==> src/core/spi_port_pkg.sv <==
// Purpose: Shared constants and types of the serial port block
// Assumes: APB register bus, 32-bit data, pclk at 50 MHz
// Notes: Offsets are byte addresses
package spi_port_pkg;
	localparam logic [7:0] OFS_CTRL0 = 8'h00;
	localparam logic [7:0] OFS_CTRL1 = 8'h04;
	localparam logic [7:0] OFS_DATA = 8'h08;
	localparam logic [7:0] OFS_STAT = 8'h0c;
	localparam logic [7:0] OFS_IMASK = 8'h14;
	localparam logic [7:0] OFS_ISTAT = 8'h18;
	// Field positions of the control registers
	localparam int SIZE_LSB = 0;
	localparam int EN_BIT = 1;
	localparam int ROLE_BIT = 2;
	localparam int SOD_BIT = 3;
	localparam int RXO_LSB = 4;
	localparam int RXT_LSB = 7;
	localparam int TXT_LSB = 10;
	localparam int WAIT_LSB = 14;
	localparam int TXO_LSB = 18;
	localparam int DLY_BIT = 21;
	// Status and interrupt bit positions
	localparam int ST_TFE = 0;
	localparam int ST_TNF = 1;
	localparam int ST_RNE = 2;
	localparam int ST_RFF = 3;
	localparam int ST_BSY = 4;
	localparam int IRQ_RXTH = 0;
	localparam int IRQ_TXTH = 1;
	localparam int IRQ_OVR = 2;
	// Reset values
	localparam logic [4:0] SIZE_RST = 5'h00;
	localparam logic [31:0] CTRL1_RST = 32'h0000_0000;
	localparam logic [2:0] IMASK_RST = 3'h0;
	// Threshold codes and frame size limits
	localparam logic [2:0] THR_FOUR = 3'h1;
	localparam logic [2:0] THR_EIGHT = 3'h2;
	localparam logic [4:0] MIN_SIZE = 5'h03;
	// Serial clock timing in master role
	localparam int CLK_PERIOD_NS = 20;
	localparam int SCK_HALF_NS = 80;
	localparam logic [7:0] SCK_HALF_CYC = 8'((SCK_HALF_NS + CLK_PERIOD_NS - 1) / CLK_PERIOD_NS);
	typedef enum logic [2:0] {
		PH_IDLE = 3'b001,
		PH_SHIFT = 3'b010,
		PH_WAIT = 3'b100
	} phase_t;
endpackage

==> src/core/fifo_if.sv <==
// Purpose: Push and pop channel between the port and a FIFO store
// Assumes: One clock domain
// Notes: rdata always shows the oldest element
`timescale 1ns/1ps
interface fifo_if #(parameter int W = 32, parameter int CW = 4);
	logic push;
	logic [W-1:0] wdata;
	logic pop;
	logic [W-1:0] rdata;
	logic full;
	logic empty;
	logic [CW-1:0] count;
	modport user(output push, output wdata, output pop, input rdata, input full, input empty, input count);
	modport store(input push, input wdata, input pop, output rdata, output full, output empty, output count);
endinterface

==> src/core/fifo_store.sv <==
// Purpose: Small FIFO store with registered head output
// Assumes: DEPTH a power of two; push when full and pop when empty are ignored
// Notes: Head data and flags come from registers
`timescale 1ns/1ps
module fifo_store #(
	parameter int W = 32,
	parameter int DEPTH = 8
) (
	input wire logic pclk,
	input wire logic presetn,
	input wire logic ce,
	fifo_if.store f
);
	localparam int PW = $clog2(DEPTH);
	localparam int CW = $clog2(DEPTH + 1);
	typedef struct packed {
		logic [DEPTH-1:0][W-1:0] mem;
		logic [PW-1:0] wp;
		logic [PW-1:0] rp;
		logic [CW-1:0] cnt;
		logic [W-1:0] head;
	} store_t;
	store_t q;
	store_t d;
	logic do_push;
	logic do_pop;
	always_comb begin
		d = q;
		do_push = f.push && (q.cnt != CW'(DEPTH));
		do_pop = f.pop && (q.cnt != '0);
		if (do_push) begin
			d.mem[q.wp] = f.wdata;
			d.wp = q.wp + PW'(1);
		end
		if (do_pop) begin
			d.rp = q.rp + PW'(1);
		end
		d.cnt = q.cnt + CW'(do_push) - CW'(do_pop);
		d.head = d.mem[d.rp];
	end
	always_ff @(posedge pclk or negedge presetn) begin
		if (!presetn) begin
			q <= '0;
		end else if (ce) begin
			q <= d;
		end
	end
	assign f.rdata = q.head;
	assign f.count = q.cnt;
	assign f.full = (q.cnt == CW'(DEPTH));
	assign f.empty = (q.cnt == '0);
endmodule

==> src/core/spi_port.sv <==
// Purpose: Serial port control and data path with APB registers
// Assumes: Clock idle low; data change on the falling serial clock, input sampled at the end of the high half as master, on the rising edge as slave
// Notes: Link pins arrive unsynchronised and pass two flip-flops first
// Behaviour
// - Port runs only while enable bit set
// - Role bit zero master, one slave
// - Slave output disable keeps data-out undriven
// - Receive ordering selects byte and bit order
// - Transmit ordering uses same four combinations
// - Receive interrupt when level reaches threshold
// - Transmit interrupt threshold from bits 12:10
// - Wait field inserts states between frames
// - Input delay bit adds two cycles
// - Data read pops receive, write pushes transmit
// - Transmitter ignores bits above frame size
// - Received frames delivered right-aligned
// - Frame length is size field plus one, a size below 3 taken as 3
//
// The APB slave port is this design's own decision.
`timescale 1ns/1ps
module spi_port
	import spi_port_pkg::*;
#(
	parameter int DEPTH = 8
) (
	input wire logic pclk,
	input wire logic presetn,
	input wire logic ce,
	input wire logic psel,
	input wire logic penable,
	input wire logic pwrite,
	input wire logic [7:0] paddr,
	input wire logic [31:0] pwdata,
	output logic [31:0] prdata,
	output logic pready,
	output logic pslverr,
	output logic irq,
	input wire logic sck_in,
	output logic sck_out,
	output logic sck_oe,
	input wire logic cs_n_in,
	output logic cs_n_out,
	output logic cs_n_oe,
	input wire logic mosi_in,
	output logic mosi_out,
	output logic mosi_oe,
	input wire logic miso_in,
	output logic miso_out,
	output logic miso_oe
);
	localparam int CW = $clog2(DEPTH + 1);
	if (DEPTH < 8 || (DEPTH & (DEPTH - 1)) != 0) begin : g_depth_check
		$error("DEPTH must be a power of two of at least 8");
	end

	typedef struct packed {
		logic [4:0] size;
		logic en;
		logic role;
		logic slave_output_disable;
		logic dly;
		logic [1:0] rxo;
		logic [1:0] txo;
		logic [2:0] rxt;
		logic [2:0] txt;
		logic [3:0] wt;
		logic [2:0] imask;
		logic [2:0] istat;
		logic pready;
		logic pslverr;
		logic [31:0] prdata;
		logic [1:0] sck_s;
		logic [1:0] cs_s;
		logic [1:0] mosi_s;
		logic [1:0] miso_s;
		logic sck_l;
		logic cs_l;
		logic [1:0] dpipe;
		phase_t ph;
		logic [7:0] div;
		logic [5:0] bits;
		logic [4:0] wcnt;
		logic [31:0] tsh;
		logic [31:0] rsh;
		logic sck_o;
		logic sck_oe;
		logic mosi_o;
		logic mosi_oe;
		logic miso_o;
		logic miso_oe;
		logic cs_n_o;
		logic cs_n_oe;
		logic irq;
	} state_t;

	state_t q;
	state_t d;
	fifo_if #(.W(32), .CW(CW)) tx_f();
	fifo_if #(.W(32), .CW(CW)) rx_f();

	fifo_store #(.W(32), .DEPTH(DEPTH)) u_tx_store (
		.pclk(pclk),
		.presetn(presetn),
		.ce(ce),
		.f(tx_f)
	);
	fifo_store #(.W(32), .DEPTH(DEPTH)) u_rx_store (
		.pclk(pclk),
		.presetn(presetn),
		.ce(ce),
		.f(rx_f)
	);

	// Reorders bytes and bits within an n-bit element; its own inverse when n is a multiple of 8
	function automatic logic [31:0] arrange(input logic [31:0] x, input logic [5:0] n, input logic [1:0] code);
		logic [31:0] a;
		logic [31:0] r;
		int nb;
		a = '0;
		r = '0;
		nb = int'(n) / 8;
		for (int i = 0; i < 32; i++) begin
			if (i < int'(n)) begin
				a[i] = code[1] ? x[int'(n) - 1 - i] : x[i];
			end
		end
		if (code == 2'b01 || code == 2'b10) begin
			for (int i = 0; i < 32; i++) begin
				if (i < nb * 8) begin
					r[i] = a[(nb - 1 - i / 8) * 8 + i % 8];
				end
			end
		end else begin
			r = a;
		end
		return r;
	endfunction

	function automatic int level(input logic [2:0] code);
		int v;
		v = 1;
		if (code == THR_FOUR) begin
			v = 4;
		end else if (code == THR_EIGHT) begin
			v = 8;
		end
		return v;
	endfunction

	logic acc;
	logic [5:0] n;
	logic din;
	logic rise;
	logic fall;
	logic cs_fall;
	logic tx_pop;
	logic rx_pop;
	logic tx_push;
	logic rx_push;
	logic [31:0] rword;
	logic [31:0] tword;
	logic [31:0] rd;
	logic [2:0] ev;

	always_comb begin
		d = q;
		acc = psel && penable;
		tx_pop = 1'b0;
		rx_pop = 1'b0;
		tx_push = 1'b0;
		rx_push = 1'b0;
		rword = '0;
		tword = '0;
		rd = '0;
		ev = '0;
		n = {1'b0, (q.size < MIN_SIZE) ? MIN_SIZE : q.size} + 6'd1;

		// Link inputs: two-flop synchronisers, then edge detection
		d.sck_s = {q.sck_s[0], sck_in};
		d.cs_s = {q.cs_s[0], cs_n_in};
		d.mosi_s = {q.mosi_s[0], mosi_in};
		d.miso_s = {q.miso_s[0], miso_in};
		d.sck_l = q.sck_s[1];
		d.cs_l = q.cs_s[1];
		d.dpipe = {q.dpipe[0], q.role ? q.mosi_s[1] : q.miso_s[1]};
		din = q.dly ? q.dpipe[1] : (q.role ? q.mosi_s[1] : q.miso_s[1]);
		rise = q.sck_s[1] && !q.sck_l;
		fall = !q.sck_s[1] && q.sck_l;
		cs_fall = q.cs_l && !q.cs_s[1];

		// APB: registered answer in the second access cycle
		if (acc && !q.pready) begin
			d.pready = 1'b1;
			d.pslverr = 1'b0;
			unique case (paddr)
				OFS_CTRL0: rd[SIZE_LSB +: 5] = q.size;
				OFS_CTRL1: begin
					rd[EN_BIT] = q.en;
					rd[ROLE_BIT] = q.role;
					rd[SOD_BIT] = q.slave_output_disable;
					rd[RXO_LSB +: 2] = q.rxo;
					rd[RXT_LSB +: 3] = q.rxt;
					rd[TXT_LSB +: 3] = q.txt;
					rd[WAIT_LSB +: 4] = q.wt;
					rd[TXO_LSB +: 2] = q.txo;
					rd[DLY_BIT] = q.dly;
				end
				OFS_DATA: rd = rx_f.empty ? '0 : rx_f.rdata;
				OFS_STAT: begin
					rd[ST_TFE] = tx_f.empty;
					rd[ST_TNF] = !tx_f.full;
					rd[ST_RNE] = !rx_f.empty;
					rd[ST_RFF] = rx_f.full;
					rd[ST_BSY] = (q.ph != PH_IDLE) || !tx_f.empty;
				end
				OFS_IMASK: rd[2:0] = q.imask;
				OFS_ISTAT: rd[2:0] = q.istat;
				default: d.pslverr = 1'b1;
			endcase
			d.prdata = rd;
		end
		if (acc && q.pready) begin
			d.pready = 1'b0;
			d.pslverr = 1'b0;
			if (pwrite) begin
				unique case (paddr)
					OFS_CTRL0: d.size = pwdata[SIZE_LSB +: 5];
					OFS_CTRL1: begin
						d.en = pwdata[EN_BIT];
						d.role = pwdata[ROLE_BIT];
						d.slave_output_disable = pwdata[SOD_BIT];
						d.rxo = pwdata[RXO_LSB +: 2];
						d.rxt = pwdata[RXT_LSB +: 3];
						d.txt = pwdata[TXT_LSB +: 3];
						d.wt = pwdata[WAIT_LSB +: 4];
						d.txo = pwdata[TXO_LSB +: 2];
						d.dly = pwdata[DLY_BIT];
					end
					OFS_DATA: tx_push = !tx_f.full;
					OFS_IMASK: d.imask = pwdata[2:0];
					default: ;
				endcase
			end else if (paddr == OFS_DATA) begin
				rx_pop = !rx_f.empty;
			end else if (paddr == OFS_ISTAT) begin
				d.istat = '0;
			end
		end

		// Serial engine
		if (!q.en) begin
			d.ph = PH_IDLE;
			d.bits = '0;
			d.sck_o = 1'b0;
			d.cs_n_o = 1'b1;
			d.sck_oe = 1'b0;
			d.mosi_oe = 1'b0;
			d.cs_n_oe = 1'b0;
			d.miso_oe = 1'b0;
		end else if (!q.role) begin
			d.sck_oe = 1'b1;
			d.mosi_oe = 1'b1;
			d.cs_n_oe = 1'b1;
			d.miso_oe = 1'b0;
			unique case (q.ph)
				PH_IDLE: begin
					if (!tx_f.empty) begin
						tx_pop = 1'b1;
						tword = arrange(tx_f.rdata, n, q.txo) << (6'd32 - n);
						d.tsh = tword;
						d.mosi_o = tword[31];
						d.cs_n_o = 1'b0;
						d.sck_o = 1'b0;
						d.div = '0;
						d.bits = '0;
						d.ph = PH_SHIFT;
					end
				end
				PH_SHIFT: begin
					if (q.div == SCK_HALF_CYC - 8'd1) begin
						d.div = '0;
						if (!q.sck_o) begin
							d.sck_o = 1'b1;
							d.bits = q.bits + 6'd1;
						end else begin
							// Sample at the end of the high half so sync and input delay fit inside it
							d.sck_o = 1'b0;
							d.rsh = {q.rsh[30:0], din};
							if (q.bits == n) begin
								rx_push = 1'b1;
								rword = {q.rsh[30:0], din};
								d.cs_n_o = 1'b1;
								d.wcnt = {q.wt, 1'b0};
								d.ph = (q.wt == '0) ? PH_IDLE : PH_WAIT;
							end else begin
								d.tsh = {q.tsh[30:0], 1'b0};
								d.mosi_o = q.tsh[30];
							end
						end
					end else begin
						d.div = q.div + 8'd1;
					end
				end
				PH_WAIT: begin
					if (q.div == SCK_HALF_CYC - 8'd1) begin
						d.div = '0;
						d.wcnt = q.wcnt - 5'd1;
						if (q.wcnt == 5'd1) begin
							d.ph = PH_IDLE;
						end
					end else begin
						d.div = q.div + 8'd1;
					end
				end
				default: d.ph = PH_IDLE;
			endcase
		end else begin
			d.sck_oe = 1'b0;
			d.mosi_oe = 1'b0;
			d.cs_n_oe = 1'b0;
			d.cs_n_o = 1'b1;
			d.miso_oe = !q.cs_s[1] && !q.slave_output_disable;
			if (q.cs_s[1]) begin
				d.ph = PH_IDLE;
				d.bits = '0;
			end else begin
				d.ph = PH_SHIFT;
				if (cs_fall || (fall && q.bits == '0)) begin
					tx_pop = !tx_f.empty;
					tword = tx_f.empty ? '0 : arrange(tx_f.rdata, n, q.txo) << (6'd32 - n);
					d.tsh = tword;
					d.miso_o = tword[31];
					d.bits = '0;
				end else if (fall) begin
					d.tsh = {q.tsh[30:0], 1'b0};
					d.miso_o = q.tsh[30];
				end else if (rise) begin
					d.rsh = {q.rsh[30:0], din};
					d.bits = q.bits + 6'd1;
					if (q.bits + 6'd1 == n) begin
						rx_push = 1'b1;
						rword = {q.rsh[30:0], din};
						d.bits = '0;
					end
				end
			end
		end

		// Interrupt events; a set in the clearing cycle wins
		ev[IRQ_RXTH] = int'(rx_f.count) >= level(q.rxt);
		ev[IRQ_TXTH] = int'(tx_f.count) >= level(q.txt);
		ev[IRQ_OVR] = rx_push && rx_f.full;
		d.istat = d.istat | ev;
		d.irq = |(d.istat & q.imask);
	end

	always_ff @(posedge pclk or negedge presetn) begin
		if (!presetn) begin
			q <= '0;
			q.size <= SIZE_RST;
			q.en <= CTRL1_RST[EN_BIT];
			q.imask <= IMASK_RST;
			q.ph <= PH_IDLE;
			q.cs_n_o <= 1'b1;
			q.sck_s <= 2'h0;
			q.cs_s <= 2'h3;
			q.sck_l <= 1'b0;
			q.cs_l <= 1'b1;
		end else if (ce) begin
			q <= d;
		end
	end

	assign tx_f.push = tx_push;
	assign tx_f.wdata = pwdata;
	assign tx_f.pop = tx_pop;
	assign rx_f.push = rx_push && !rx_f.full;
	assign rx_f.wdata = arrange(rword, n, q.rxo);
	assign rx_f.pop = rx_pop;

	assign prdata = q.prdata;
	assign pready = q.pready;
	assign pslverr = q.pslverr;
	assign irq = q.irq;
	assign sck_out = q.sck_o;
	assign sck_oe = q.sck_oe;
	assign cs_n_out = q.cs_n_o;
	assign cs_n_oe = q.cs_n_oe;
	assign mosi_out = q.mosi_o;
	assign mosi_oe = q.mosi_oe;
	assign miso_out = q.miso_o;
	assign miso_oe = q.miso_oe;
endmodule

==> config.mk <==
export PLATFORM = sky130hd
export DESIGN_NAME = spi_port
export DESIGN_NICKNAME = d
export VERILOG_FILES = /design/src/core/spi_port_pkg.sv /design/src/core/fifo_if.sv /design/src/core/fifo_store.sv /design/src/core/spi_port.sv
export SDC_FILE = /design/constraint.sdc
export NUM_CORES = 2
export LEC_CHECK = 0
export BUFFER_PORTS_ARGS = -buffer_cell sky130_fd_sc_hd__buf_2
export CORE_UTILIZATION = 25
export CTS_CLUSTER_DIAMETER = 60
export CTS_CLUSTER_SIZE = 14
export DETAILED_ROUTE_END_ITERATION = 10
export SYNTH_ARGS = -nofsm -noshare
export SYNTH_HDL_FRONTEND = slang
export SYNTH_HIERARCHICAL = 1
export SYNTH_SLANG_ARGS = --single-unit
==> constraint.sdc <==
create_clock -name pclk -period 20.3 [get_ports pclk]
set_input_delay 2.03 -clock pclk [delete_from_list [all_inputs] [get_ports pclk]]
set_output_delay 2.03 -clock pclk [all_outputs]
set_load 0.01 [all_outputs]
==> metrics.md <==
| Metric | Value |
|---|---|
| Status | complete, but fails checks |
| Violated checks | design-rule violations, max-capacitance violations, max-slew violations |
| Die Wd | 464 um |
| Final setup TNS | 0 ns |
| Worst Reg-to-Reg Cells | 23 |
| Crit path cell chain | buf_4, clkinv_1, buf_4, nand2_2, buf_4, clkinv_2, buf_4, ha_1, xor2_4, nand2_1, and3_1, a31oi_1, mux4_2, mux2i_1, a211oi_1, o211ai_1, o21ai_0, nor2_1, o32ai_2, nand2_1, a32oi_1, o211ai_2, o2111ai_1 |
| Nature of the critical path endpoint | register |
| Hold WC Path Type | register to register |
| Largest net degree at the start of global routing | 169 |
| Slew Limit Fails | 1 |
| Grt ovf | 0 |
| Drt pass-1 iters | 9 |
| Slew headroom | -1.13% |
| TritonCTS Buffers | 77 |
| Post-CTS Setup Repair Bufs | 0 |
| WP data required | 20.90 ns |
| Worst path top cell family by delay | buffers and inverters |
| Post-route clock skew | 0.0617 ns |
| Nets | 5605 |
| Overall power | 3.34 mW |
| CP dominant cell by count | buf_4 |
| Clock buffer depth | 3 |
| EDFF count, synth | 0 |
| Maximum Capacitance Violations | 1 |
| Final Instance Area | 58500 um2 |
| WS Path Type | register to register |
| CTS tree | done |
| Fin crit period | 8.77 ns |
| Routed len/inst | 24.9 um |
| Pwr Density | 57.2 nW/um2 |
| Hpwl dp | 138000 um |
| Worst-Skew Late Latency | 0.73 ns |
| CTS sink cnt | 762 |
| Via count | 47100 |
| Top-level I/O count | 93 |
| Crit-path max FO | 74 |
| CORE AREA | 212000 um2 |
| Initial DRC Count | 5020 |
| VDD IR max | 0.0622 mV |
| Asr flop ratio synth | 100% |
| Worst Hold Launch | prdata[28] |
| Final setup fails | 0 |
| Buf+Inv Stages, Crit Path | 6 |
| R2r startpoint | q[165] |
| Critical path startpoint | q[165] |
| Max Freq | 114 MHz |
| Layout area overhead | 9.51% |
| CP Capture Point | u_rx_store/f.rdata[25] |
| Post-CTS sizing | 0 |
| Starting Density | 25.2% |
| Total GRT Usage | 18.8% |
| Reg-to-Reg End | u_rx_store/f.rdata[25] |
| Top-area cell type share of the netlist area | 35.5% |
| Vias in the first global route | 45900 |
| Fin crit share | 43.2% |
| CP startpoint kind | register |
| Area leader, netlist | dfrtp_1 |
| Cell depth of the worst setup path | 23 |
| Cells after Synth | 5822 |
| Final Worst Setup Slack | 11.53 ns |
| Pre-CTS setup slack | 11.84 ns |
| First-pass GRT wire length | 309000 um |
| Hold slack final | 0.478 ns |
| Layout filler cell count | 22500 |
| Netlist cell types | 99 |
| Post-synthesis sequential area ratio | 35.7% |
| Antenna viol nets, final | 0 |
| Yosys synthesis warning count | 6 |
| Top post-synthesis cells by area | dfrtp_1 (35%), mux2_2 (14%), nand2_1 (5.8%) |
| Avg Inst Size Synth | 9.17 um2 |
| Main synth FF type | dfrtp_1 |
| Slowest stage delay, CP | 1.03 ns |
| Via-to-Cell Ratio | 5.63 |
| Port-buffer cells | 92 |
| Unrepaired setup endpoints after global routing | no |
| Post-Syn Nets | 5917 |
| Die Area | 216000 um2 |
| Syn Std Cell Area | 53400 um2 |
| Layout cells sized above 1 | 23.4% |
| Slowest stage cell, crit path | xor2_4 |
| CP arrival | 9.37 ns |
| Clock Pin Slew Worst Setup and Hold Paths | 0.07 ns |
| Hold buffers post-CTS | 0 |
| Post-Route WL | 208000 um |
| Cell Rows | 169 |
| Die extent in y | 464 um |
| Final Hold Vio Count | 0 |
| Synthesis-stage register bit count | 762 |
| Remaining DRCs | 24 |
| Leakage dissipation | 25.2 nW |
| # H-tree levels | 3 |
| Worst-Margin Slew | 1.48 ns |
| Antenna violations before repair | 15 |
| Area after DPL | 55900 um2 |
| Worst R2R Setup Slack | 11.53 ns |
| CTS root buf | clkbuf_16 |
| Global placement routability congestion | 1.06 |
worst min-delay path by stage:
stage	depth (start not counted)	endpoint	slack [ns]
after floorplan	1	prdata[2]	0.45
after global placement	2	prdata[26]	0.46
after detailed placement	2	prdata[12]	0.47
after CTS	2	prdata[28]	0.49
after global routing	1	u_tx_store/q[38]	0.51
final	2	prdata[28]	0.48
worst reg2reg max path: stages, from the launching register on:
cell and delay (ns):
dfrtp_1 0.32, buf_4 0.46, clkinv_1 0.42, buf_4 0.31, nand2_2 0.08, buf_4 0.77
clkinv_2 0.55, buf_4 0.47, ha_1 0.44, xor2_4 1.03, nand2_1 0.13, and3_1 0.22
a31oi_1 0.19, mux4_2 0.29, mux2i_1 0.10, a211oi_1 0.76, o211ai_1 0.19, o21ai_0 0.17
nor2_1 0.09, o32ai_2 0.92, nand2_1 0.16, a32oi_1 0.29, o211ai_2 0.12, o2111ai_1 0.15
sequential cells by signal (all words and copies together), names as in the netlist, 4 cells and up:
name	flops
u_rx_store/q	262
u_tx_store/q	262
q	118
prdata	32
u_rx_store/f.rdata	32
u_tx_store/f.rdata	32
d	7
u_rx_store/f.count	4
u_tx_store/f.count	4
cell type report:
cell class,count,area [um2],share of cell area [%]
diodes,9,22.5,0.0385
clock buffers,87,2000,3.43
clock inverters,32,528,0.903
inverters,123,463,0.791
multi-input cells,4291,31100,53.2
flip-flops and latches,762,19100,32.6
well taps,2821,3530,6.03
repair buffers,255,1740,2.98
stage by stage:
step,cells,util (%)
after floorplan,5822,-
after global placement,8251,26.3
after detailed placement,8252,26.3
after CTS,8371,27.5
after global routing,8374,27.5
final,8380,27.6
power breakdown:
| part | internal (mW) | switching (mW) |
|---|---|---|
| Sequential | 1.53 | 0.0184 |
| Combinational | 0.0909 | 0.242 |
| Clock | 0.780 | 0.680 |
| Total | 2.40 | 0.940 |
cells in the final DEF, fill, tap and decap left out, drive strengths merged, types with 46 or more instances in the layout:
master and instances:
nand2 828, dfrtp 757, mux2 747, nand3 331, o21ai 317, nor2 261, buf 254, mux2i 214
a21oi 205, o211ai 168, inv 124, nand4 99, clkbuf 87, o2111ai 81, nor3 81, a32oi 72
nand3b 68, a22oi 63, and3 47, a31oi 46
layer usage:
layer | global-route usage, % | routed length, um | share of wire (%)
met5 | 0 | 112 | 0.054
met4 | 11.2 | 13300 | 6.4
met3 | 3.97 | 16700 | 8.0
met2 | 29.2 | 92600 | 44
met1 | 23.9 | 85700 | 41
cell families after synthesis:
family,after synthesis,synth area share (%)
AO/OA/AOI/OAI,1268,16.7
XOR/XNOR,66,1.52
adder cells (fa/ha/maj),45,1.08
buffers and inverters,769,6.51
flip-flops,762,35.7
multiplexers,995,21.7
AND/OR/NAND/NOR,1917,16.8
cell usage after synthesis, types with 30 or more instances:
| master | instances |
|---|---|
| a211oi_1 | 39 |
| a21oi_1 | 204 |
| a22oi_1 | 62 |
| a31oi_1 | 46 |
| a32oi_1 | 72 |
| and2_1 | 35 |
| and3_1 | 47 |
| buf_1 | 48 |
| buf_2 | 78 |
| buf_4 | 114 |
| clkbuf_1 | 397 |
| dfrtp_1 | 757 |
| ha_1 | 43 |
| inv_1 | 113 |
| mux2_2 | 661 |
| mux2_4 | 60 |
| mux2i_1 | 210 |
| mux4_2 | 34 |
| nand2_1 | 828 |
| nand3_1 | 331 |
| nand3b_1 | 68 |
| nand4_1 | 99 |
| nor2_1 | 260 |
| nor3_1 | 80 |
| o2111ai_1 | 81 |
| o211ai_1 | 108 |
| o211ai_2 | 60 |
| o21ai_0 | 306 |
| or3_1 | 30 |
| xnor2_1 | 38 |
Note: power is estimated with default switching activity, not from simulation.
